<file path="config.mk">
export PLATFORM = sky130hd
export DESIGN_NAME = rate_group_encoder_flat
export DESIGN_NICKNAME = d
export VERILOG_FILES = /design/src/design/rate_codec_pkg.sv /design/src/design/rate_link_if.sv /design/src/design/rate_group_encoder.sv /design/src/flat_wrapper.sv
export SDC_FILE = /design/constraint.sdc
export NUM_CORES = 1
export LEC_CHECK = 0
export BUFFER_PORTS_ARGS = -buffer_cell sky130_fd_sc_hd__buf_2
export CORE_MARGIN = 10
export CORE_UTILIZATION = 25
export CTS_BUF_LIST = sky130_fd_sc_hd__clkbuf_4
export DETAILED_ROUTE_END_ITERATION = 8
export PLACE_DENSITY = 0.44
export SLEW_MARGIN = 40
export SYNTH_ARGS = -nofsm -noshare
export SYNTH_HDL_FRONTEND = slang
export SYNTH_SLANG_ARGS = --single-unit
export TNS_END_PERCENT = 5
</file>
<file path="constraint.sdc">
create_clock -name hclk -period 2.5 [get_ports hclk]
set_input_delay 0.125 -clock hclk [delete_from_list [all_inputs] [get_ports hclk]]
set_output_delay 0.125 -clock hclk [all_outputs]
set_load 0.01 [all_outputs]
</file>
<file path="src/design/rate_codec_pkg.sv">
// constants shared by the rate group encoder, decoder and bench
// assumes one 100 MHz clock; octets move one per cycle on the link
package rate_codec_pkg;

  // ----------------------------------------------------------------
  // octet layout of one rate group
  // ----------------------------------------------------------------
  localparam int unsigned OCTETS_PER_GROUP = 4;
  localparam int unsigned RATE_W           = 7;
  localparam int unsigned LOW_W            = 6;
  localparam int unsigned MIN_HI_BIT       = 0;   // octet bit 1
  localparam int unsigned MAX_HI_BIT       = 1;   // octet bit 2
  localparam int unsigned STEP_HI_BIT      = 2;   // octet bit 3
  localparam logic [1:0]  POS_HI           = 2'h0;
  localparam logic [1:0]  POS_MIN          = 2'h1;
  localparam logic [1:0]  POS_MAX          = 2'h2;
  localparam logic [1:0]  POS_STEP         = 2'h3;

  // base group plus extended groups
  localparam int unsigned MAX_GROUPS       = 8;
  localparam int unsigned GRP_W            = 3;

  // ----------------------------------------------------------------
  // encoder registers, byte addresses
  // ----------------------------------------------------------------
  localparam logic [7:0]  CTRL_OFS         = 8'h00;
  localparam logic [7:0]  STATUS_OFS       = 8'h04;
  localparam logic [7:0]  TABLE_OFS        = 8'h10;
  localparam int unsigned CTRL_START_BIT   = 0;
  localparam int unsigned CTRL_CNT_LSB     = 4;
  localparam int unsigned STAT_BUSY_BIT    = 0;
  localparam int unsigned STAT_DONE_BIT    = 1;
  localparam int unsigned TBL_MIN_LSB      = 0;
  localparam int unsigned TBL_MAX_LSB      = 8;
  localparam int unsigned TBL_STEP_LSB     = 16;
  localparam logic [2:0]  CNT_RESET        = 3'h0;
  localparam logic [1:0]  HTRANS_NONSEQ    = 2'h2;
  localparam logic [2:0]  HSIZE_WORD       = 3'h2;

  typedef struct packed {
    logic [RATE_W-1:0] step;
    logic [RATE_W-1:0] max;
    logic [RATE_W-1:0] min;
  } rate_group_t;

endpackage : rate_codec_pkg

</file>
<file path="src/design/rate_link_if.sv">
// octet link between the encoding end and the decoding end
// assumes both ends share hclk; no back-pressure on the link
`timescale 1ns/1ps
`default_nettype none

interface rate_link_if;
  logic       oct_valid;
  logic [7:0] oct_data;
  logic       oct_last;

  modport tx (output oct_valid, output oct_data, output oct_last);
  modport rx (input oct_valid, input oct_data, input oct_last);
endinterface : rate_link_if

`default_nettype wire

</file>
<file path="src/design/rate_group_encoder.sv">
// encoding end: software fills a table of rate groups over ahb-lite,
// then starts a block; groups leave as four octets each on the link
// assumes an ahb-lite master and the decoding end on the same hclk
//
// Notes on behaviour
// - first octet bits 1-3 carry min/max/step msb
// - first octet bits 4-6 reserved, no meaning
// - base second octet: minimum low six bits
// - base third octet: maximum low six bits
// - base fourth octet: step low six bits
// - values are seven bits, msb above six
// - extended group j fills octets j*4+1..j*4+4
// - extended group last octet: step low bits
//
// Our own choices: the AHB-Lite interface to the registers and the placing of the registers.
`timescale 1ns/1ps
`default_nettype none

module rate_group_encoder
  import rate_codec_pkg::*;
(
  // clock and reset
  input  wire logic        hclk,
  input  wire logic        hresetn,
  // ahb-lite slave
  input  wire logic        hsel,
  input  wire logic [31:0] haddr,
  input  wire logic [1:0]  htrans,
  input  wire logic        hwrite,
  input  wire logic [2:0]  hsize,
  input  wire logic [31:0] hwdata,
  input  wire logic        hready,
  output logic             hreadyout,
  output logic [31:0]      hrdata,
  output logic             hresp,
  // octet link
  rate_link_if.tx          link
);

  // ----------------------------------------------------------------
  // octet formatting
  // ----------------------------------------------------------------
  function automatic logic [7:0] encode_octet(input rate_group_t g, input logic [1:0] pos);
    logic [7:0] o;
    o = 8'h00;
    unique case (pos)
      POS_HI: begin
        // reserved bits and top two stay zero
        o[MIN_HI_BIT]  = g.min[RATE_W-1];
        o[MAX_HI_BIT]  = g.max[RATE_W-1];
        o[STEP_HI_BIT] = g.step[RATE_W-1];
      end
      POS_MIN:  o[LOW_W-1:0] = g.min[LOW_W-1:0];
      POS_MAX:  o[LOW_W-1:0] = g.max[LOW_W-1:0];
      POS_STEP: o[LOW_W-1:0] = g.step[LOW_W-1:0];
    endcase
    return o;
  endfunction

  function automatic logic tbl_hit(input logic [7:0] a);
    return (a >= TABLE_OFS) && (a < TABLE_OFS + 8'(4 * MAX_GROUPS)) && (a[1:0] == 2'h0);
  endfunction

  // ----------------------------------------------------------------
  // bus slave
  // ----------------------------------------------------------------
  logic             dp_valid_q, dp_valid_d;
  logic             dp_write_q, dp_write_d;
  logic [7:0]       dp_addr_q,  dp_addr_d;
  logic             rd_wait_q,  rd_wait_d;
  logic [31:0]      rdata_q,    rdata_d;
  rate_group_t      tbl_q [MAX_GROUPS];
  rate_group_t      tbl_d [MAX_GROUPS];
  logic [GRP_W-1:0] cnt_q,      cnt_d;
  logic             done_q,     done_d;
  logic             start_req;
  logic             addr_take;
  logic             wr_take;
  logic             finish;
  logic             busy;
  logic [GRP_W-1:0] tbl_idx;

  // reads take one wait state so a write just before is visible
  assign addr_take = hsel && hready && (htrans == HTRANS_NONSEQ) && (hsize == HSIZE_WORD);
  assign wr_take   = dp_valid_q && dp_write_q;
  assign tbl_idx   = GRP_W'((dp_addr_q - TABLE_OFS) >> 2);
  assign hreadyout = !(dp_valid_q && !dp_write_q && !rd_wait_q);
  assign hrdata    = rdata_q;
  assign hresp     = 1'b0;
  assign start_req = wr_take && (dp_addr_q == CTRL_OFS) && hwdata[CTRL_START_BIT] && !busy;

  always_comb begin
    dp_valid_d = dp_valid_q;
    dp_write_d = dp_write_q;
    dp_addr_d  = dp_addr_q;
    rd_wait_d  = 1'b0;
    rdata_d    = rdata_q;
    tbl_d      = tbl_q;
    cnt_d      = cnt_q;
    done_d     = done_q;
    if (hready) begin
      dp_valid_d = addr_take;
      dp_write_d = hwrite;
      dp_addr_d  = haddr[7:0];
    end
    if (dp_valid_q && !dp_write_q && !rd_wait_q) begin
      rd_wait_d = 1'b1;
      rdata_d   = 32'h0000_0000;
      if (dp_addr_q == CTRL_OFS) begin
        rdata_d[CTRL_CNT_LSB +: GRP_W] = cnt_q;
      end else if (dp_addr_q == STATUS_OFS) begin
        rdata_d[STAT_BUSY_BIT] = busy;
        rdata_d[STAT_DONE_BIT] = done_q;
      end else if (tbl_hit(dp_addr_q)) begin
        rdata_d[TBL_MIN_LSB +: RATE_W]  = tbl_q[tbl_idx].min;
        rdata_d[TBL_MAX_LSB +: RATE_W]  = tbl_q[tbl_idx].max;
        rdata_d[TBL_STEP_LSB +: RATE_W] = tbl_q[tbl_idx].step;
      end
    end
    // table and count are frozen while a block is on the link
    if (wr_take && !busy) begin
      if (dp_addr_q == CTRL_OFS) begin
        cnt_d = hwdata[CTRL_CNT_LSB +: GRP_W];
      end else if (tbl_hit(dp_addr_q)) begin
        tbl_d[tbl_idx].min  = hwdata[TBL_MIN_LSB +: RATE_W];
        tbl_d[tbl_idx].max  = hwdata[TBL_MAX_LSB +: RATE_W];
        tbl_d[tbl_idx].step = hwdata[TBL_STEP_LSB +: RATE_W];
      end
    end
    if (wr_take && (dp_addr_q == STATUS_OFS) && hwdata[STAT_DONE_BIT]) begin
      done_d = 1'b0;
    end
    // completion beats a clear in the same cycle
    if (finish) begin
      done_d = 1'b1;
    end
  end

  always_ff @(posedge hclk or negedge hresetn) begin
    if (!hresetn) begin
      dp_valid_q <= 1'b0;
      dp_write_q <= 1'b0;
      dp_addr_q  <= 8'h00;
      rd_wait_q  <= 1'b0;
      rdata_q    <= 32'h0000_0000;
      cnt_q      <= CNT_RESET;
      done_q     <= 1'b0;
      for (int i = 0; i < MAX_GROUPS; i++) begin
        tbl_q[i] <= '0;
      end
    end else begin
      dp_valid_q <= dp_valid_d;
      dp_write_q <= dp_write_d;
      dp_addr_q  <= dp_addr_d;
      rd_wait_q  <= rd_wait_d;
      rdata_q    <= rdata_d;
      cnt_q      <= cnt_d;
      done_q     <= done_d;
      tbl_q      <= tbl_d;
    end
  end

  // ----------------------------------------------------------------
  // octet sender
  // ----------------------------------------------------------------
  typedef enum logic [0:0] {
    TX_IDLE = 1'b0,
    TX_SEND = 1'b1
  } tx_state_t;

  tx_state_t        st_q,    st_d;
  logic [GRP_W-1:0] grp_q,   grp_d;
  logic [1:0]       pos_q,   pos_d;
  logic [GRP_W-1:0] last_q,  last_d;
  logic             valid_q, valid_d;
  logic [7:0]       data_q,  data_d;
  logic             olast_q, olast_d;

  assign busy   = (st_q == TX_SEND);
  assign finish = busy && (pos_q == POS_STEP) && (grp_q == last_q);

  always_comb begin
    st_d    = st_q;
    grp_d   = grp_q;
    pos_d   = pos_q;
    last_d  = last_q;
    valid_d = 1'b0;
    data_d  = data_q;
    olast_d = 1'b0;
    unique case (st_q)
      TX_IDLE: begin
        if (start_req) begin
          st_d   = TX_SEND;
          grp_d  = '0;                 // base group leads
          pos_d  = POS_HI;
          last_d = hwdata[CTRL_CNT_LSB +: GRP_W];  // count written with start applies now
        end
      end
      TX_SEND: begin
        valid_d = 1'b1;
        data_d  = encode_octet(tbl_q[grp_q], pos_q);
        olast_d = finish;
        pos_d   = pos_q + 2'h1;
        if (pos_q == POS_STEP) begin
          grp_d = grp_q + 3'h1;        // ascending group order
          if (finish) begin
            st_d = TX_IDLE;
          end
        end
      end
    endcase
  end

  always_ff @(posedge hclk or negedge hresetn) begin
    if (!hresetn) begin
      st_q    <= TX_IDLE;
      grp_q   <= '0;
      pos_q   <= POS_HI;
      last_q  <= '0;
      valid_q <= 1'b0;
      data_q  <= 8'h00;
      olast_q <= 1'b0;
    end else begin
      st_q    <= st_d;
      grp_q   <= grp_d;
      pos_q   <= pos_d;
      last_q  <= last_d;
      valid_q <= valid_d;
      data_q  <= data_d;
      olast_q <= olast_d;
    end
  end

  assign link.oct_valid = valid_q;
  assign link.oct_data  = data_q;
  assign link.oct_last  = olast_q;

endmodule // rate_group_encoder

`default_nettype wire

</file>
<file path="src/flat_wrapper.sv">
// flat-port wrapper written by rule: the top's interface ports become plain ports
module rate_group_encoder_flat import rate_codec_pkg::*;
  (hclk, hresetn, hsel, haddr, htrans, hwrite, hsize, hwdata, hready, hreadyout, hrdata, hresp, link_oct_valid, link_oct_data, link_oct_last);
  rate_link_if link_i ();
  input  wire logic hclk;
  input  wire logic hresetn;
  input  wire logic hsel;
  input  wire logic [31:0] haddr;
  input  wire logic [1:0] htrans;
  input  wire logic hwrite;
  input  wire logic [2:0] hsize;
  input  wire logic [31:0] hwdata;
  input  wire logic hready;
  output logic hreadyout;
  output logic [31:0] hrdata;
  output logic hresp;
  output wire logic [$bits(link_i.oct_valid)-1:0] link_oct_valid;
  output wire logic [$bits(link_i.oct_data)-1:0] link_oct_data;
  output wire logic [$bits(link_i.oct_last)-1:0] link_oct_last;
  assign link_oct_valid = link_i.oct_valid;
  assign link_oct_data = link_i.oct_data;
  assign link_oct_last = link_i.oct_last;
  rate_group_encoder u_core (.hclk(hclk), .hresetn(hresetn), .hsel(hsel), .haddr(haddr), .htrans(htrans), .hwrite(hwrite), .hsize(hsize), .hwdata(hwdata), .hready(hready), .hreadyout(hreadyout), .hrdata(hrdata), .hresp(hresp), .link(link_i));
endmodule
</file>
* Yosys cells after proc, flatten, opt, wreduce, memory -nomap -nowiden
Index checks and enable logic that the tools add are counted.
** Storage, ports and cells
- Register bits :: 221
- Input port bits :: 74
- Output and inout bits :: 44
- Logic and storage cells :: 130
** Cells by class
- Add/subtract/negate cells :: 3
- Magnitude comparators :: 5
- Eq/ne operators :: 9
- Mux-type cells :: 42
- Bitwise operators :: 4
- Reduce and logical (&&, ||, !) cells :: 29
** Operators by type and width (number)
- 168-bit bitwise mux :: 3
- 21-bit demux with 3-bit select :: 3
- 21-bit binary-select mux with 3-bit select :: 2
- 21-bit 2-to-1 mux :: 5
- 7-bit 2-to-1 mux :: 8
- 1-bit logical AND :: 17
- 14-bit 2-to-1 mux :: 1
- 3-bit case mux with 4 select lines :: 1
- 3-bit 2-to-1 mux :: 3
- 3-bit case mux with 3 select lines :: 1
- 8-bit by 3-bit equality test with 1-bit output (second input constant) :: 1
- 4-bit >= comparator (second input constant) :: 2
- 8-bit by 5-bit >= comparator with 1-bit output (second input constant) :: 1
- 8-bit zero test :: 1
- 8-bit by 6-bit < comparator with 1-bit output (second input constant) :: 1
- 1-bit 2-to-1 mux :: 8
- 3-bit NOT with 4-bit output :: 2
- 2-bit equality test (second input constant) :: 3
- 3-bit case mux with 2 select lines :: 1
- 2-bit AND reduction :: 3
- 5-bit 2-to-1 mux :: 1
- 5-bit subtractor (second input constant) :: 1
- 1-bit zero test :: 4
- 2-bit zero test :: 2
- other kinds (15) :: 17

* Depth between registers and ports, before layout
- Word-level depth :: 9
- Mapped depth :: 7
- Gate-level depth less buffers :: 6

* Least setup slack after synthesis
Ideal clock, no wire load.
- Path type :: reg-to-reg
- Start point :: reg u_core.grp_q[0]
- End point :: reg u_core.data_q[4], in the netlist u_core.link.oct_data[4]
- Library setup time :: 0.123 ns
- Data arrival time :: 1.855 ns
- Required time :: 2.377 ns
- Setup slack :: 0.522 ns
- Stages on the path, launching flop included :: 6
- Path buffers :: 2
- Period minus slack after synthesis :: 1.978 ns
- Cell sequence :: dfrtp_1 buf_4 buf_2 mux4_2 a221o_1 o221a_2
** Between the ends
- Word-level cells in the longest chain between the ends :: 5
** RTL lines
- from (decl) :: line rate_group_encoder.sv:172 : logic [GRP_W-1:0] grp_q, grp_d;
- from (signal assigned) :: line rate_group_encoder.sv:225 : grp_q <= grp_d;
- 3-bit NOT with 4-bit output (implied by the code) :: line rate_group_encoder.sv:201 : data_d = encode_octet(tbl_q[grp_q], pos_q);
- 21-bit binary-select mux with 3-bit select :: line rate_group_encoder.sv:201
- 21-bit 2-to-1 mux (implied by the code) (2 in a row) :: line rate_group_encoder.sv:201
- 3-bit case mux with 3 select lines :: line rate_group_encoder.sv:46 : unique case (pos)
- to (signal assigned) :: line rate_group_encoder.sv:229 : data_q <= data_d;
- to (decl) :: line rate_group_encoder.sv:176 : logic [7:0] data_q, data_d;
Every way passes these cells. The select of a mux whose other input is x is not followed.
A chain may end at the register's enable or synchronous reset.

* Worst setup path after layout
- Start point :: reg u_core.dp_addr_q[1]
- End point :: reg u_core.tbl_q[165] (netlist bit)
** Between the ends
- Word-level cells in the longest chain between the ends :: 7
- Elaborated cells on any way between the ends :: 20
- Those cells by class :: 1 x add/sub; 4 x order compare; 7 x mux; 2 x bitwise; 6 x reduce/logical
** RTL lines
- from (decl) :: line rate_group_encoder.sv:69 : logic [7:0] dp_addr_q, dp_addr_d;
- from (signal assigned) :: line rate_group_encoder.sv:154 : dp_addr_q <= dp_addr_d;
- 5-bit subtractor :: line rate_group_encoder.sv:86 : assign tbl_idx = GRP_W'((dp_addr_q - TABLE_OFS) >> 2);
- 3-bit NOT with 4-bit output (implied by the code) :: line rate_group_encoder.sv:125, rate_group_encoder.sv:126, rate_group_encoder.sv:127
- 4-bit >= comparator (implied by the code) or 4-bit by 1-bit < comparator with 1-bit output (tied branches) :: line rate_group_encoder.sv:127 : tbl_d[tbl_idx].step = hwdata[TBL_STEP_LSB +: RATE_W];
- 1-bit logical AND (implied by the code) :: line rate_group_encoder.sv:127
- 21-bit 2-to-1 mux (implied by the code) :: line rate_group_encoder.sv:127
- 21-bit demux with 3-bit select :: line rate_group_encoder.sv:127
- 168-bit bitwise mux :: line rate_group_encoder.sv:127
- to (signal assigned) :: line rate_group_encoder.sv:159 : tbl_q <= tbl_d;
- to (decl) :: line rate_group_encoder.sv:72 : rate_group_t tbl_q [MAX_GROUPS];
Parallel ways exist; a longest one is shown, timed or not.

==> summary.txt <==
outcome: finished, final reports clean
area leader, netlist: dfrtp_1
vias post-DR: 7,157
post-synthesis register bit count: 221
Pleak: 0.00612 uW
Detail Route Antenna Nets: 0
Skew-Pair Late Insertion Delay: 0.73 ns
Tot Pwr: 7570 uW
fin. max-slew vios: 0
pwr dens: 558 mW/mm^2
pre-CTS setup slack: 0.308 ns
GPL Wtd Cong: 0.733
largest family of logic cells by synthesized area: multiplexers
CP Data Required Time: 3.07 ns
Final setup viols: 0
Avg Inst Size Synth: 14.8 sq um
fin crit share: 0.882
post-synthesis mux area share: 0.379
RSZ-0062 raised after global routing: no
leading post-synthesis cells by cell area: dfrtp_1 50%, mux2_2 20%, mux4_2 16%, mux2i_1 1.6%, o21ai_0 1.4%
Reg2Reg Depth: 4
Initial Util: 0.252
startpoint type of the worst setup path: flop
fmax: 0.454 GHz
H-tree levels: 2
cells after synthesis: 751
Hold Fails Final Rpt: 0
DIE AREA: 0.0533 sq mm
Worst Min Path Start: hwdata[22]
Synth Flop Type: dfrtp_1
layout cells sized above 1: 0.522
setup TNS: 0 ns
Total Routing Usage GR: 0.121
Final min period: 2.20 ns
Post-Synth XOR/XNOR Area: 0.00315
CP max FO: 21
worst r2r dst: u_core.tbl_q[165]$_DFFE_PN0P_
die width: 231 um
P&R area growth vs syn: 22.0%
Worst Hold Path EP: u_core.tbl_q[83]$_DFFE_PN0P_
# nets final: 1,001
register area share after synthesis: 0.498
Num CTS Buffers: 61
Crit path arrival time: 2.77 ns
total clock sinks: 221
Synth top area share: 0.498
CP endpoint kind: flop
vias in the first global route: 7,770
Worst-Margin Slew: 0.683 ns
Async SR Flop Fraction: 1.00
synthesized cell area: 0.0111 sq mm
number of post-CTS setup repair buffers: 0
PnR worst setup slack: 0.296 ns
First DRT Iteration DRCs: 283
hold crit path type: input pin to flop
drt total wl: 32,200 um
Final Skew: 0.0523 ns
hpwl dp: 21,200 um
die height: 231 um
worst setup path category: flop to flop
most common cell after layout, fill and taps aside: dfrtp_1
Bufs on Longest Clock Path: 3
RR Startpoint: u_core.dp_addr_q[1]$_DFFE_PN0P_
Rel. slew slack: 0.545
TritonCTS clock tree: built
Max Cap Viol: 0
PortBufs: 68
routed length per instance: 20.6 um
FP Rows: 77
clk slew on worst S/H paths: 0.06 ns
Synth Area in Simple Gates: 0.0392
Core ar.: 0.0441 sq mm
YS warnings: 0
initial antenna violation count: 1
first-pass GRT wire length: 49,500 um
Compound-Gate Fraction of Synth Area: 0.0388
number of flops mapped to enable cells by yosys: 0
pin count of the biggest net entering global routing: 74
hold depth: 3
peak supply drop: 0.000238 V
Hold WS: 0.303 ns
fraction of the mapped netlist area in adder cells: 0.00563
CTS Root Cell: clkbuf_4
Congestion Overflow GR: 0
DR vias/cell: 4.58
setup slack, reg-to-reg: 0.30 ns
commonest non-fill, non-tap cells in the layout: 217 x dfrtp_1, 199 x mux2_2, 86 x clkbuf_4, 79 x mux4_2, 67 x buf_2
Netlist cell types: 48
I/O Pins: 118
Pre-antenna DRT Iters: 4
DRC viols: 0
worst max path at each step:
stage | from | endpoint | slack [ns] | cells past startpoint
finish | u_core.dp_addr_q[1]$_DFFE_PN0P_ | u_core.tbl_q[165]$_DFFE_PN0P_ | 0.30 | 4
global route | u_core.dp_addr_q[1]$_DFFE_PN0P_ | u_core.tbl_q[165]$_DFFE_PN0P_ | 0.23 | 4
CTS | u_core.dp_addr_q[1]$_DFFE_PN0P_ | u_core.tbl_q[165]$_DFFE_PN0P_ | 0.31 | 4
detailed placement | u_core.grp_q[0]$_DFFE_PN0P_ | u_core.link.oct_data[2]$_DFFE_PN0P_ | 0.31 | 6
global placement | u_core.grp_q[1]$_DFFE_PN0P_ | u_core.link.oct_data[5]$_DFFE_PN0P_ | 0.31 | 4
floorplan | u_core.grp_q[0]$_DFFE_PN0P_ | u_core.link.oct_data[4]$_DFFE_PN0P_ | 0.52 | 5
layout make-up:
type | instances | area, sq um
fill | 4523 | 30600
sequential | 221 | 5540
multi-input combinational | 467 | 5250
timing repair buffer | 163 | 1260
tap | 592 | 741
clock buffer | 86 | 646
clock inverter | 24 | 93.8
inverter | 8 | 30.0
antenna | 3 | 7.51
logic make-up (layout without fill, tap and decap cells):
| group | Yosys count | after routing |
|---|---|---|
| buffers and inverters | 76 | 281 |
| and+or+nand+nor | 83 | 83 |
| other | 1 | 17 |
| AOI/OAI and AO/OA | 64 | 64 |
| muxes | 297 | 297 |
| xor gates and xnor gates | 4 | 4 |
| adders and majority gates | 5 | 5 |
| DFF | 221 | 221 |
where the power goes:
group | switching, uW | internal (uW) | leakage [uW]
clock | 1580 | 1580 | 0.000446
sequential | 94.3 | 3660 | 0.00293
combinational | 332 | 332 | 0.00274
total | 2000 | 5570 | 0.00612
cells in the mapped netlist, types with 3 or more instances:
cell / number
nor2b_1: 4
inv_1: 8
a21oi_1: 3
buf_1: 10
xor2_1: 4
o21ai_0: 30
o22ai_1: 4
and3_1: 3
nand2_1: 32
nand3_1: 5
buf_6: 4
clkbuf_1: 15
dfrtp_1: 221
o221a_2: 3
nand4b_1: 3
mux2_2: 199
nand4_1: 3
a221oi_1: 3
buf_4: 15
o221ai_1: 3
mux4_2: 79
ha_1: 5
nand2b_1: 5
a221o_1: 4
nor2_1: 16
mux2i_1: 18
buf_2: 24
a22oi_1: 6
critical path, stage by stage (launching register included):
cell and delay [ns]:
dfrtp_1 0.40, nor4_4 0.36, nand4b_1 0.32, or3_4 0.62
mux2_2 0.34
routing by layer:
layer	wire [um]	GRT usage	vias up
met5	0	0	-
li1	-	-	3205
met2	14600	0.188	166
met1	15400	0.166	3719
met4	765	0.0401	0
met3	1410	0.0249	67
through the flow:
step | area [sq um] | cells | util
floorplan | 11200 | 764 | -
global placement | 12400 | 1407 | 0.280
detailed placement | 12400 | 1407 | 0.280
CTS | 13600 | 1561 | 0.307
global route | 13600 | 1562 | 0.307
finish | 13600 | 1564 | 0.307
registers in the layout, summed over array words and instances, names as in the netlist, 2 cells and up:
signal	count
u_core.pos_q	2
u_core.dp_addr_q	8
u_core.cnt_q	3
u_core.tbl_q	168
u_core.hrdata	21
u_core.grp_q	3
u_core.last_q	3
u_core.link.oct_data	6
timing repair:
action,4_1_cts,5_1_grt
endpoints found under the setup margin,0,0
resized for setup,0,0
hold endpoints to repair,409,0
hold buffers,44,0
No activity file was read; power rests on OpenSTA's default activity.
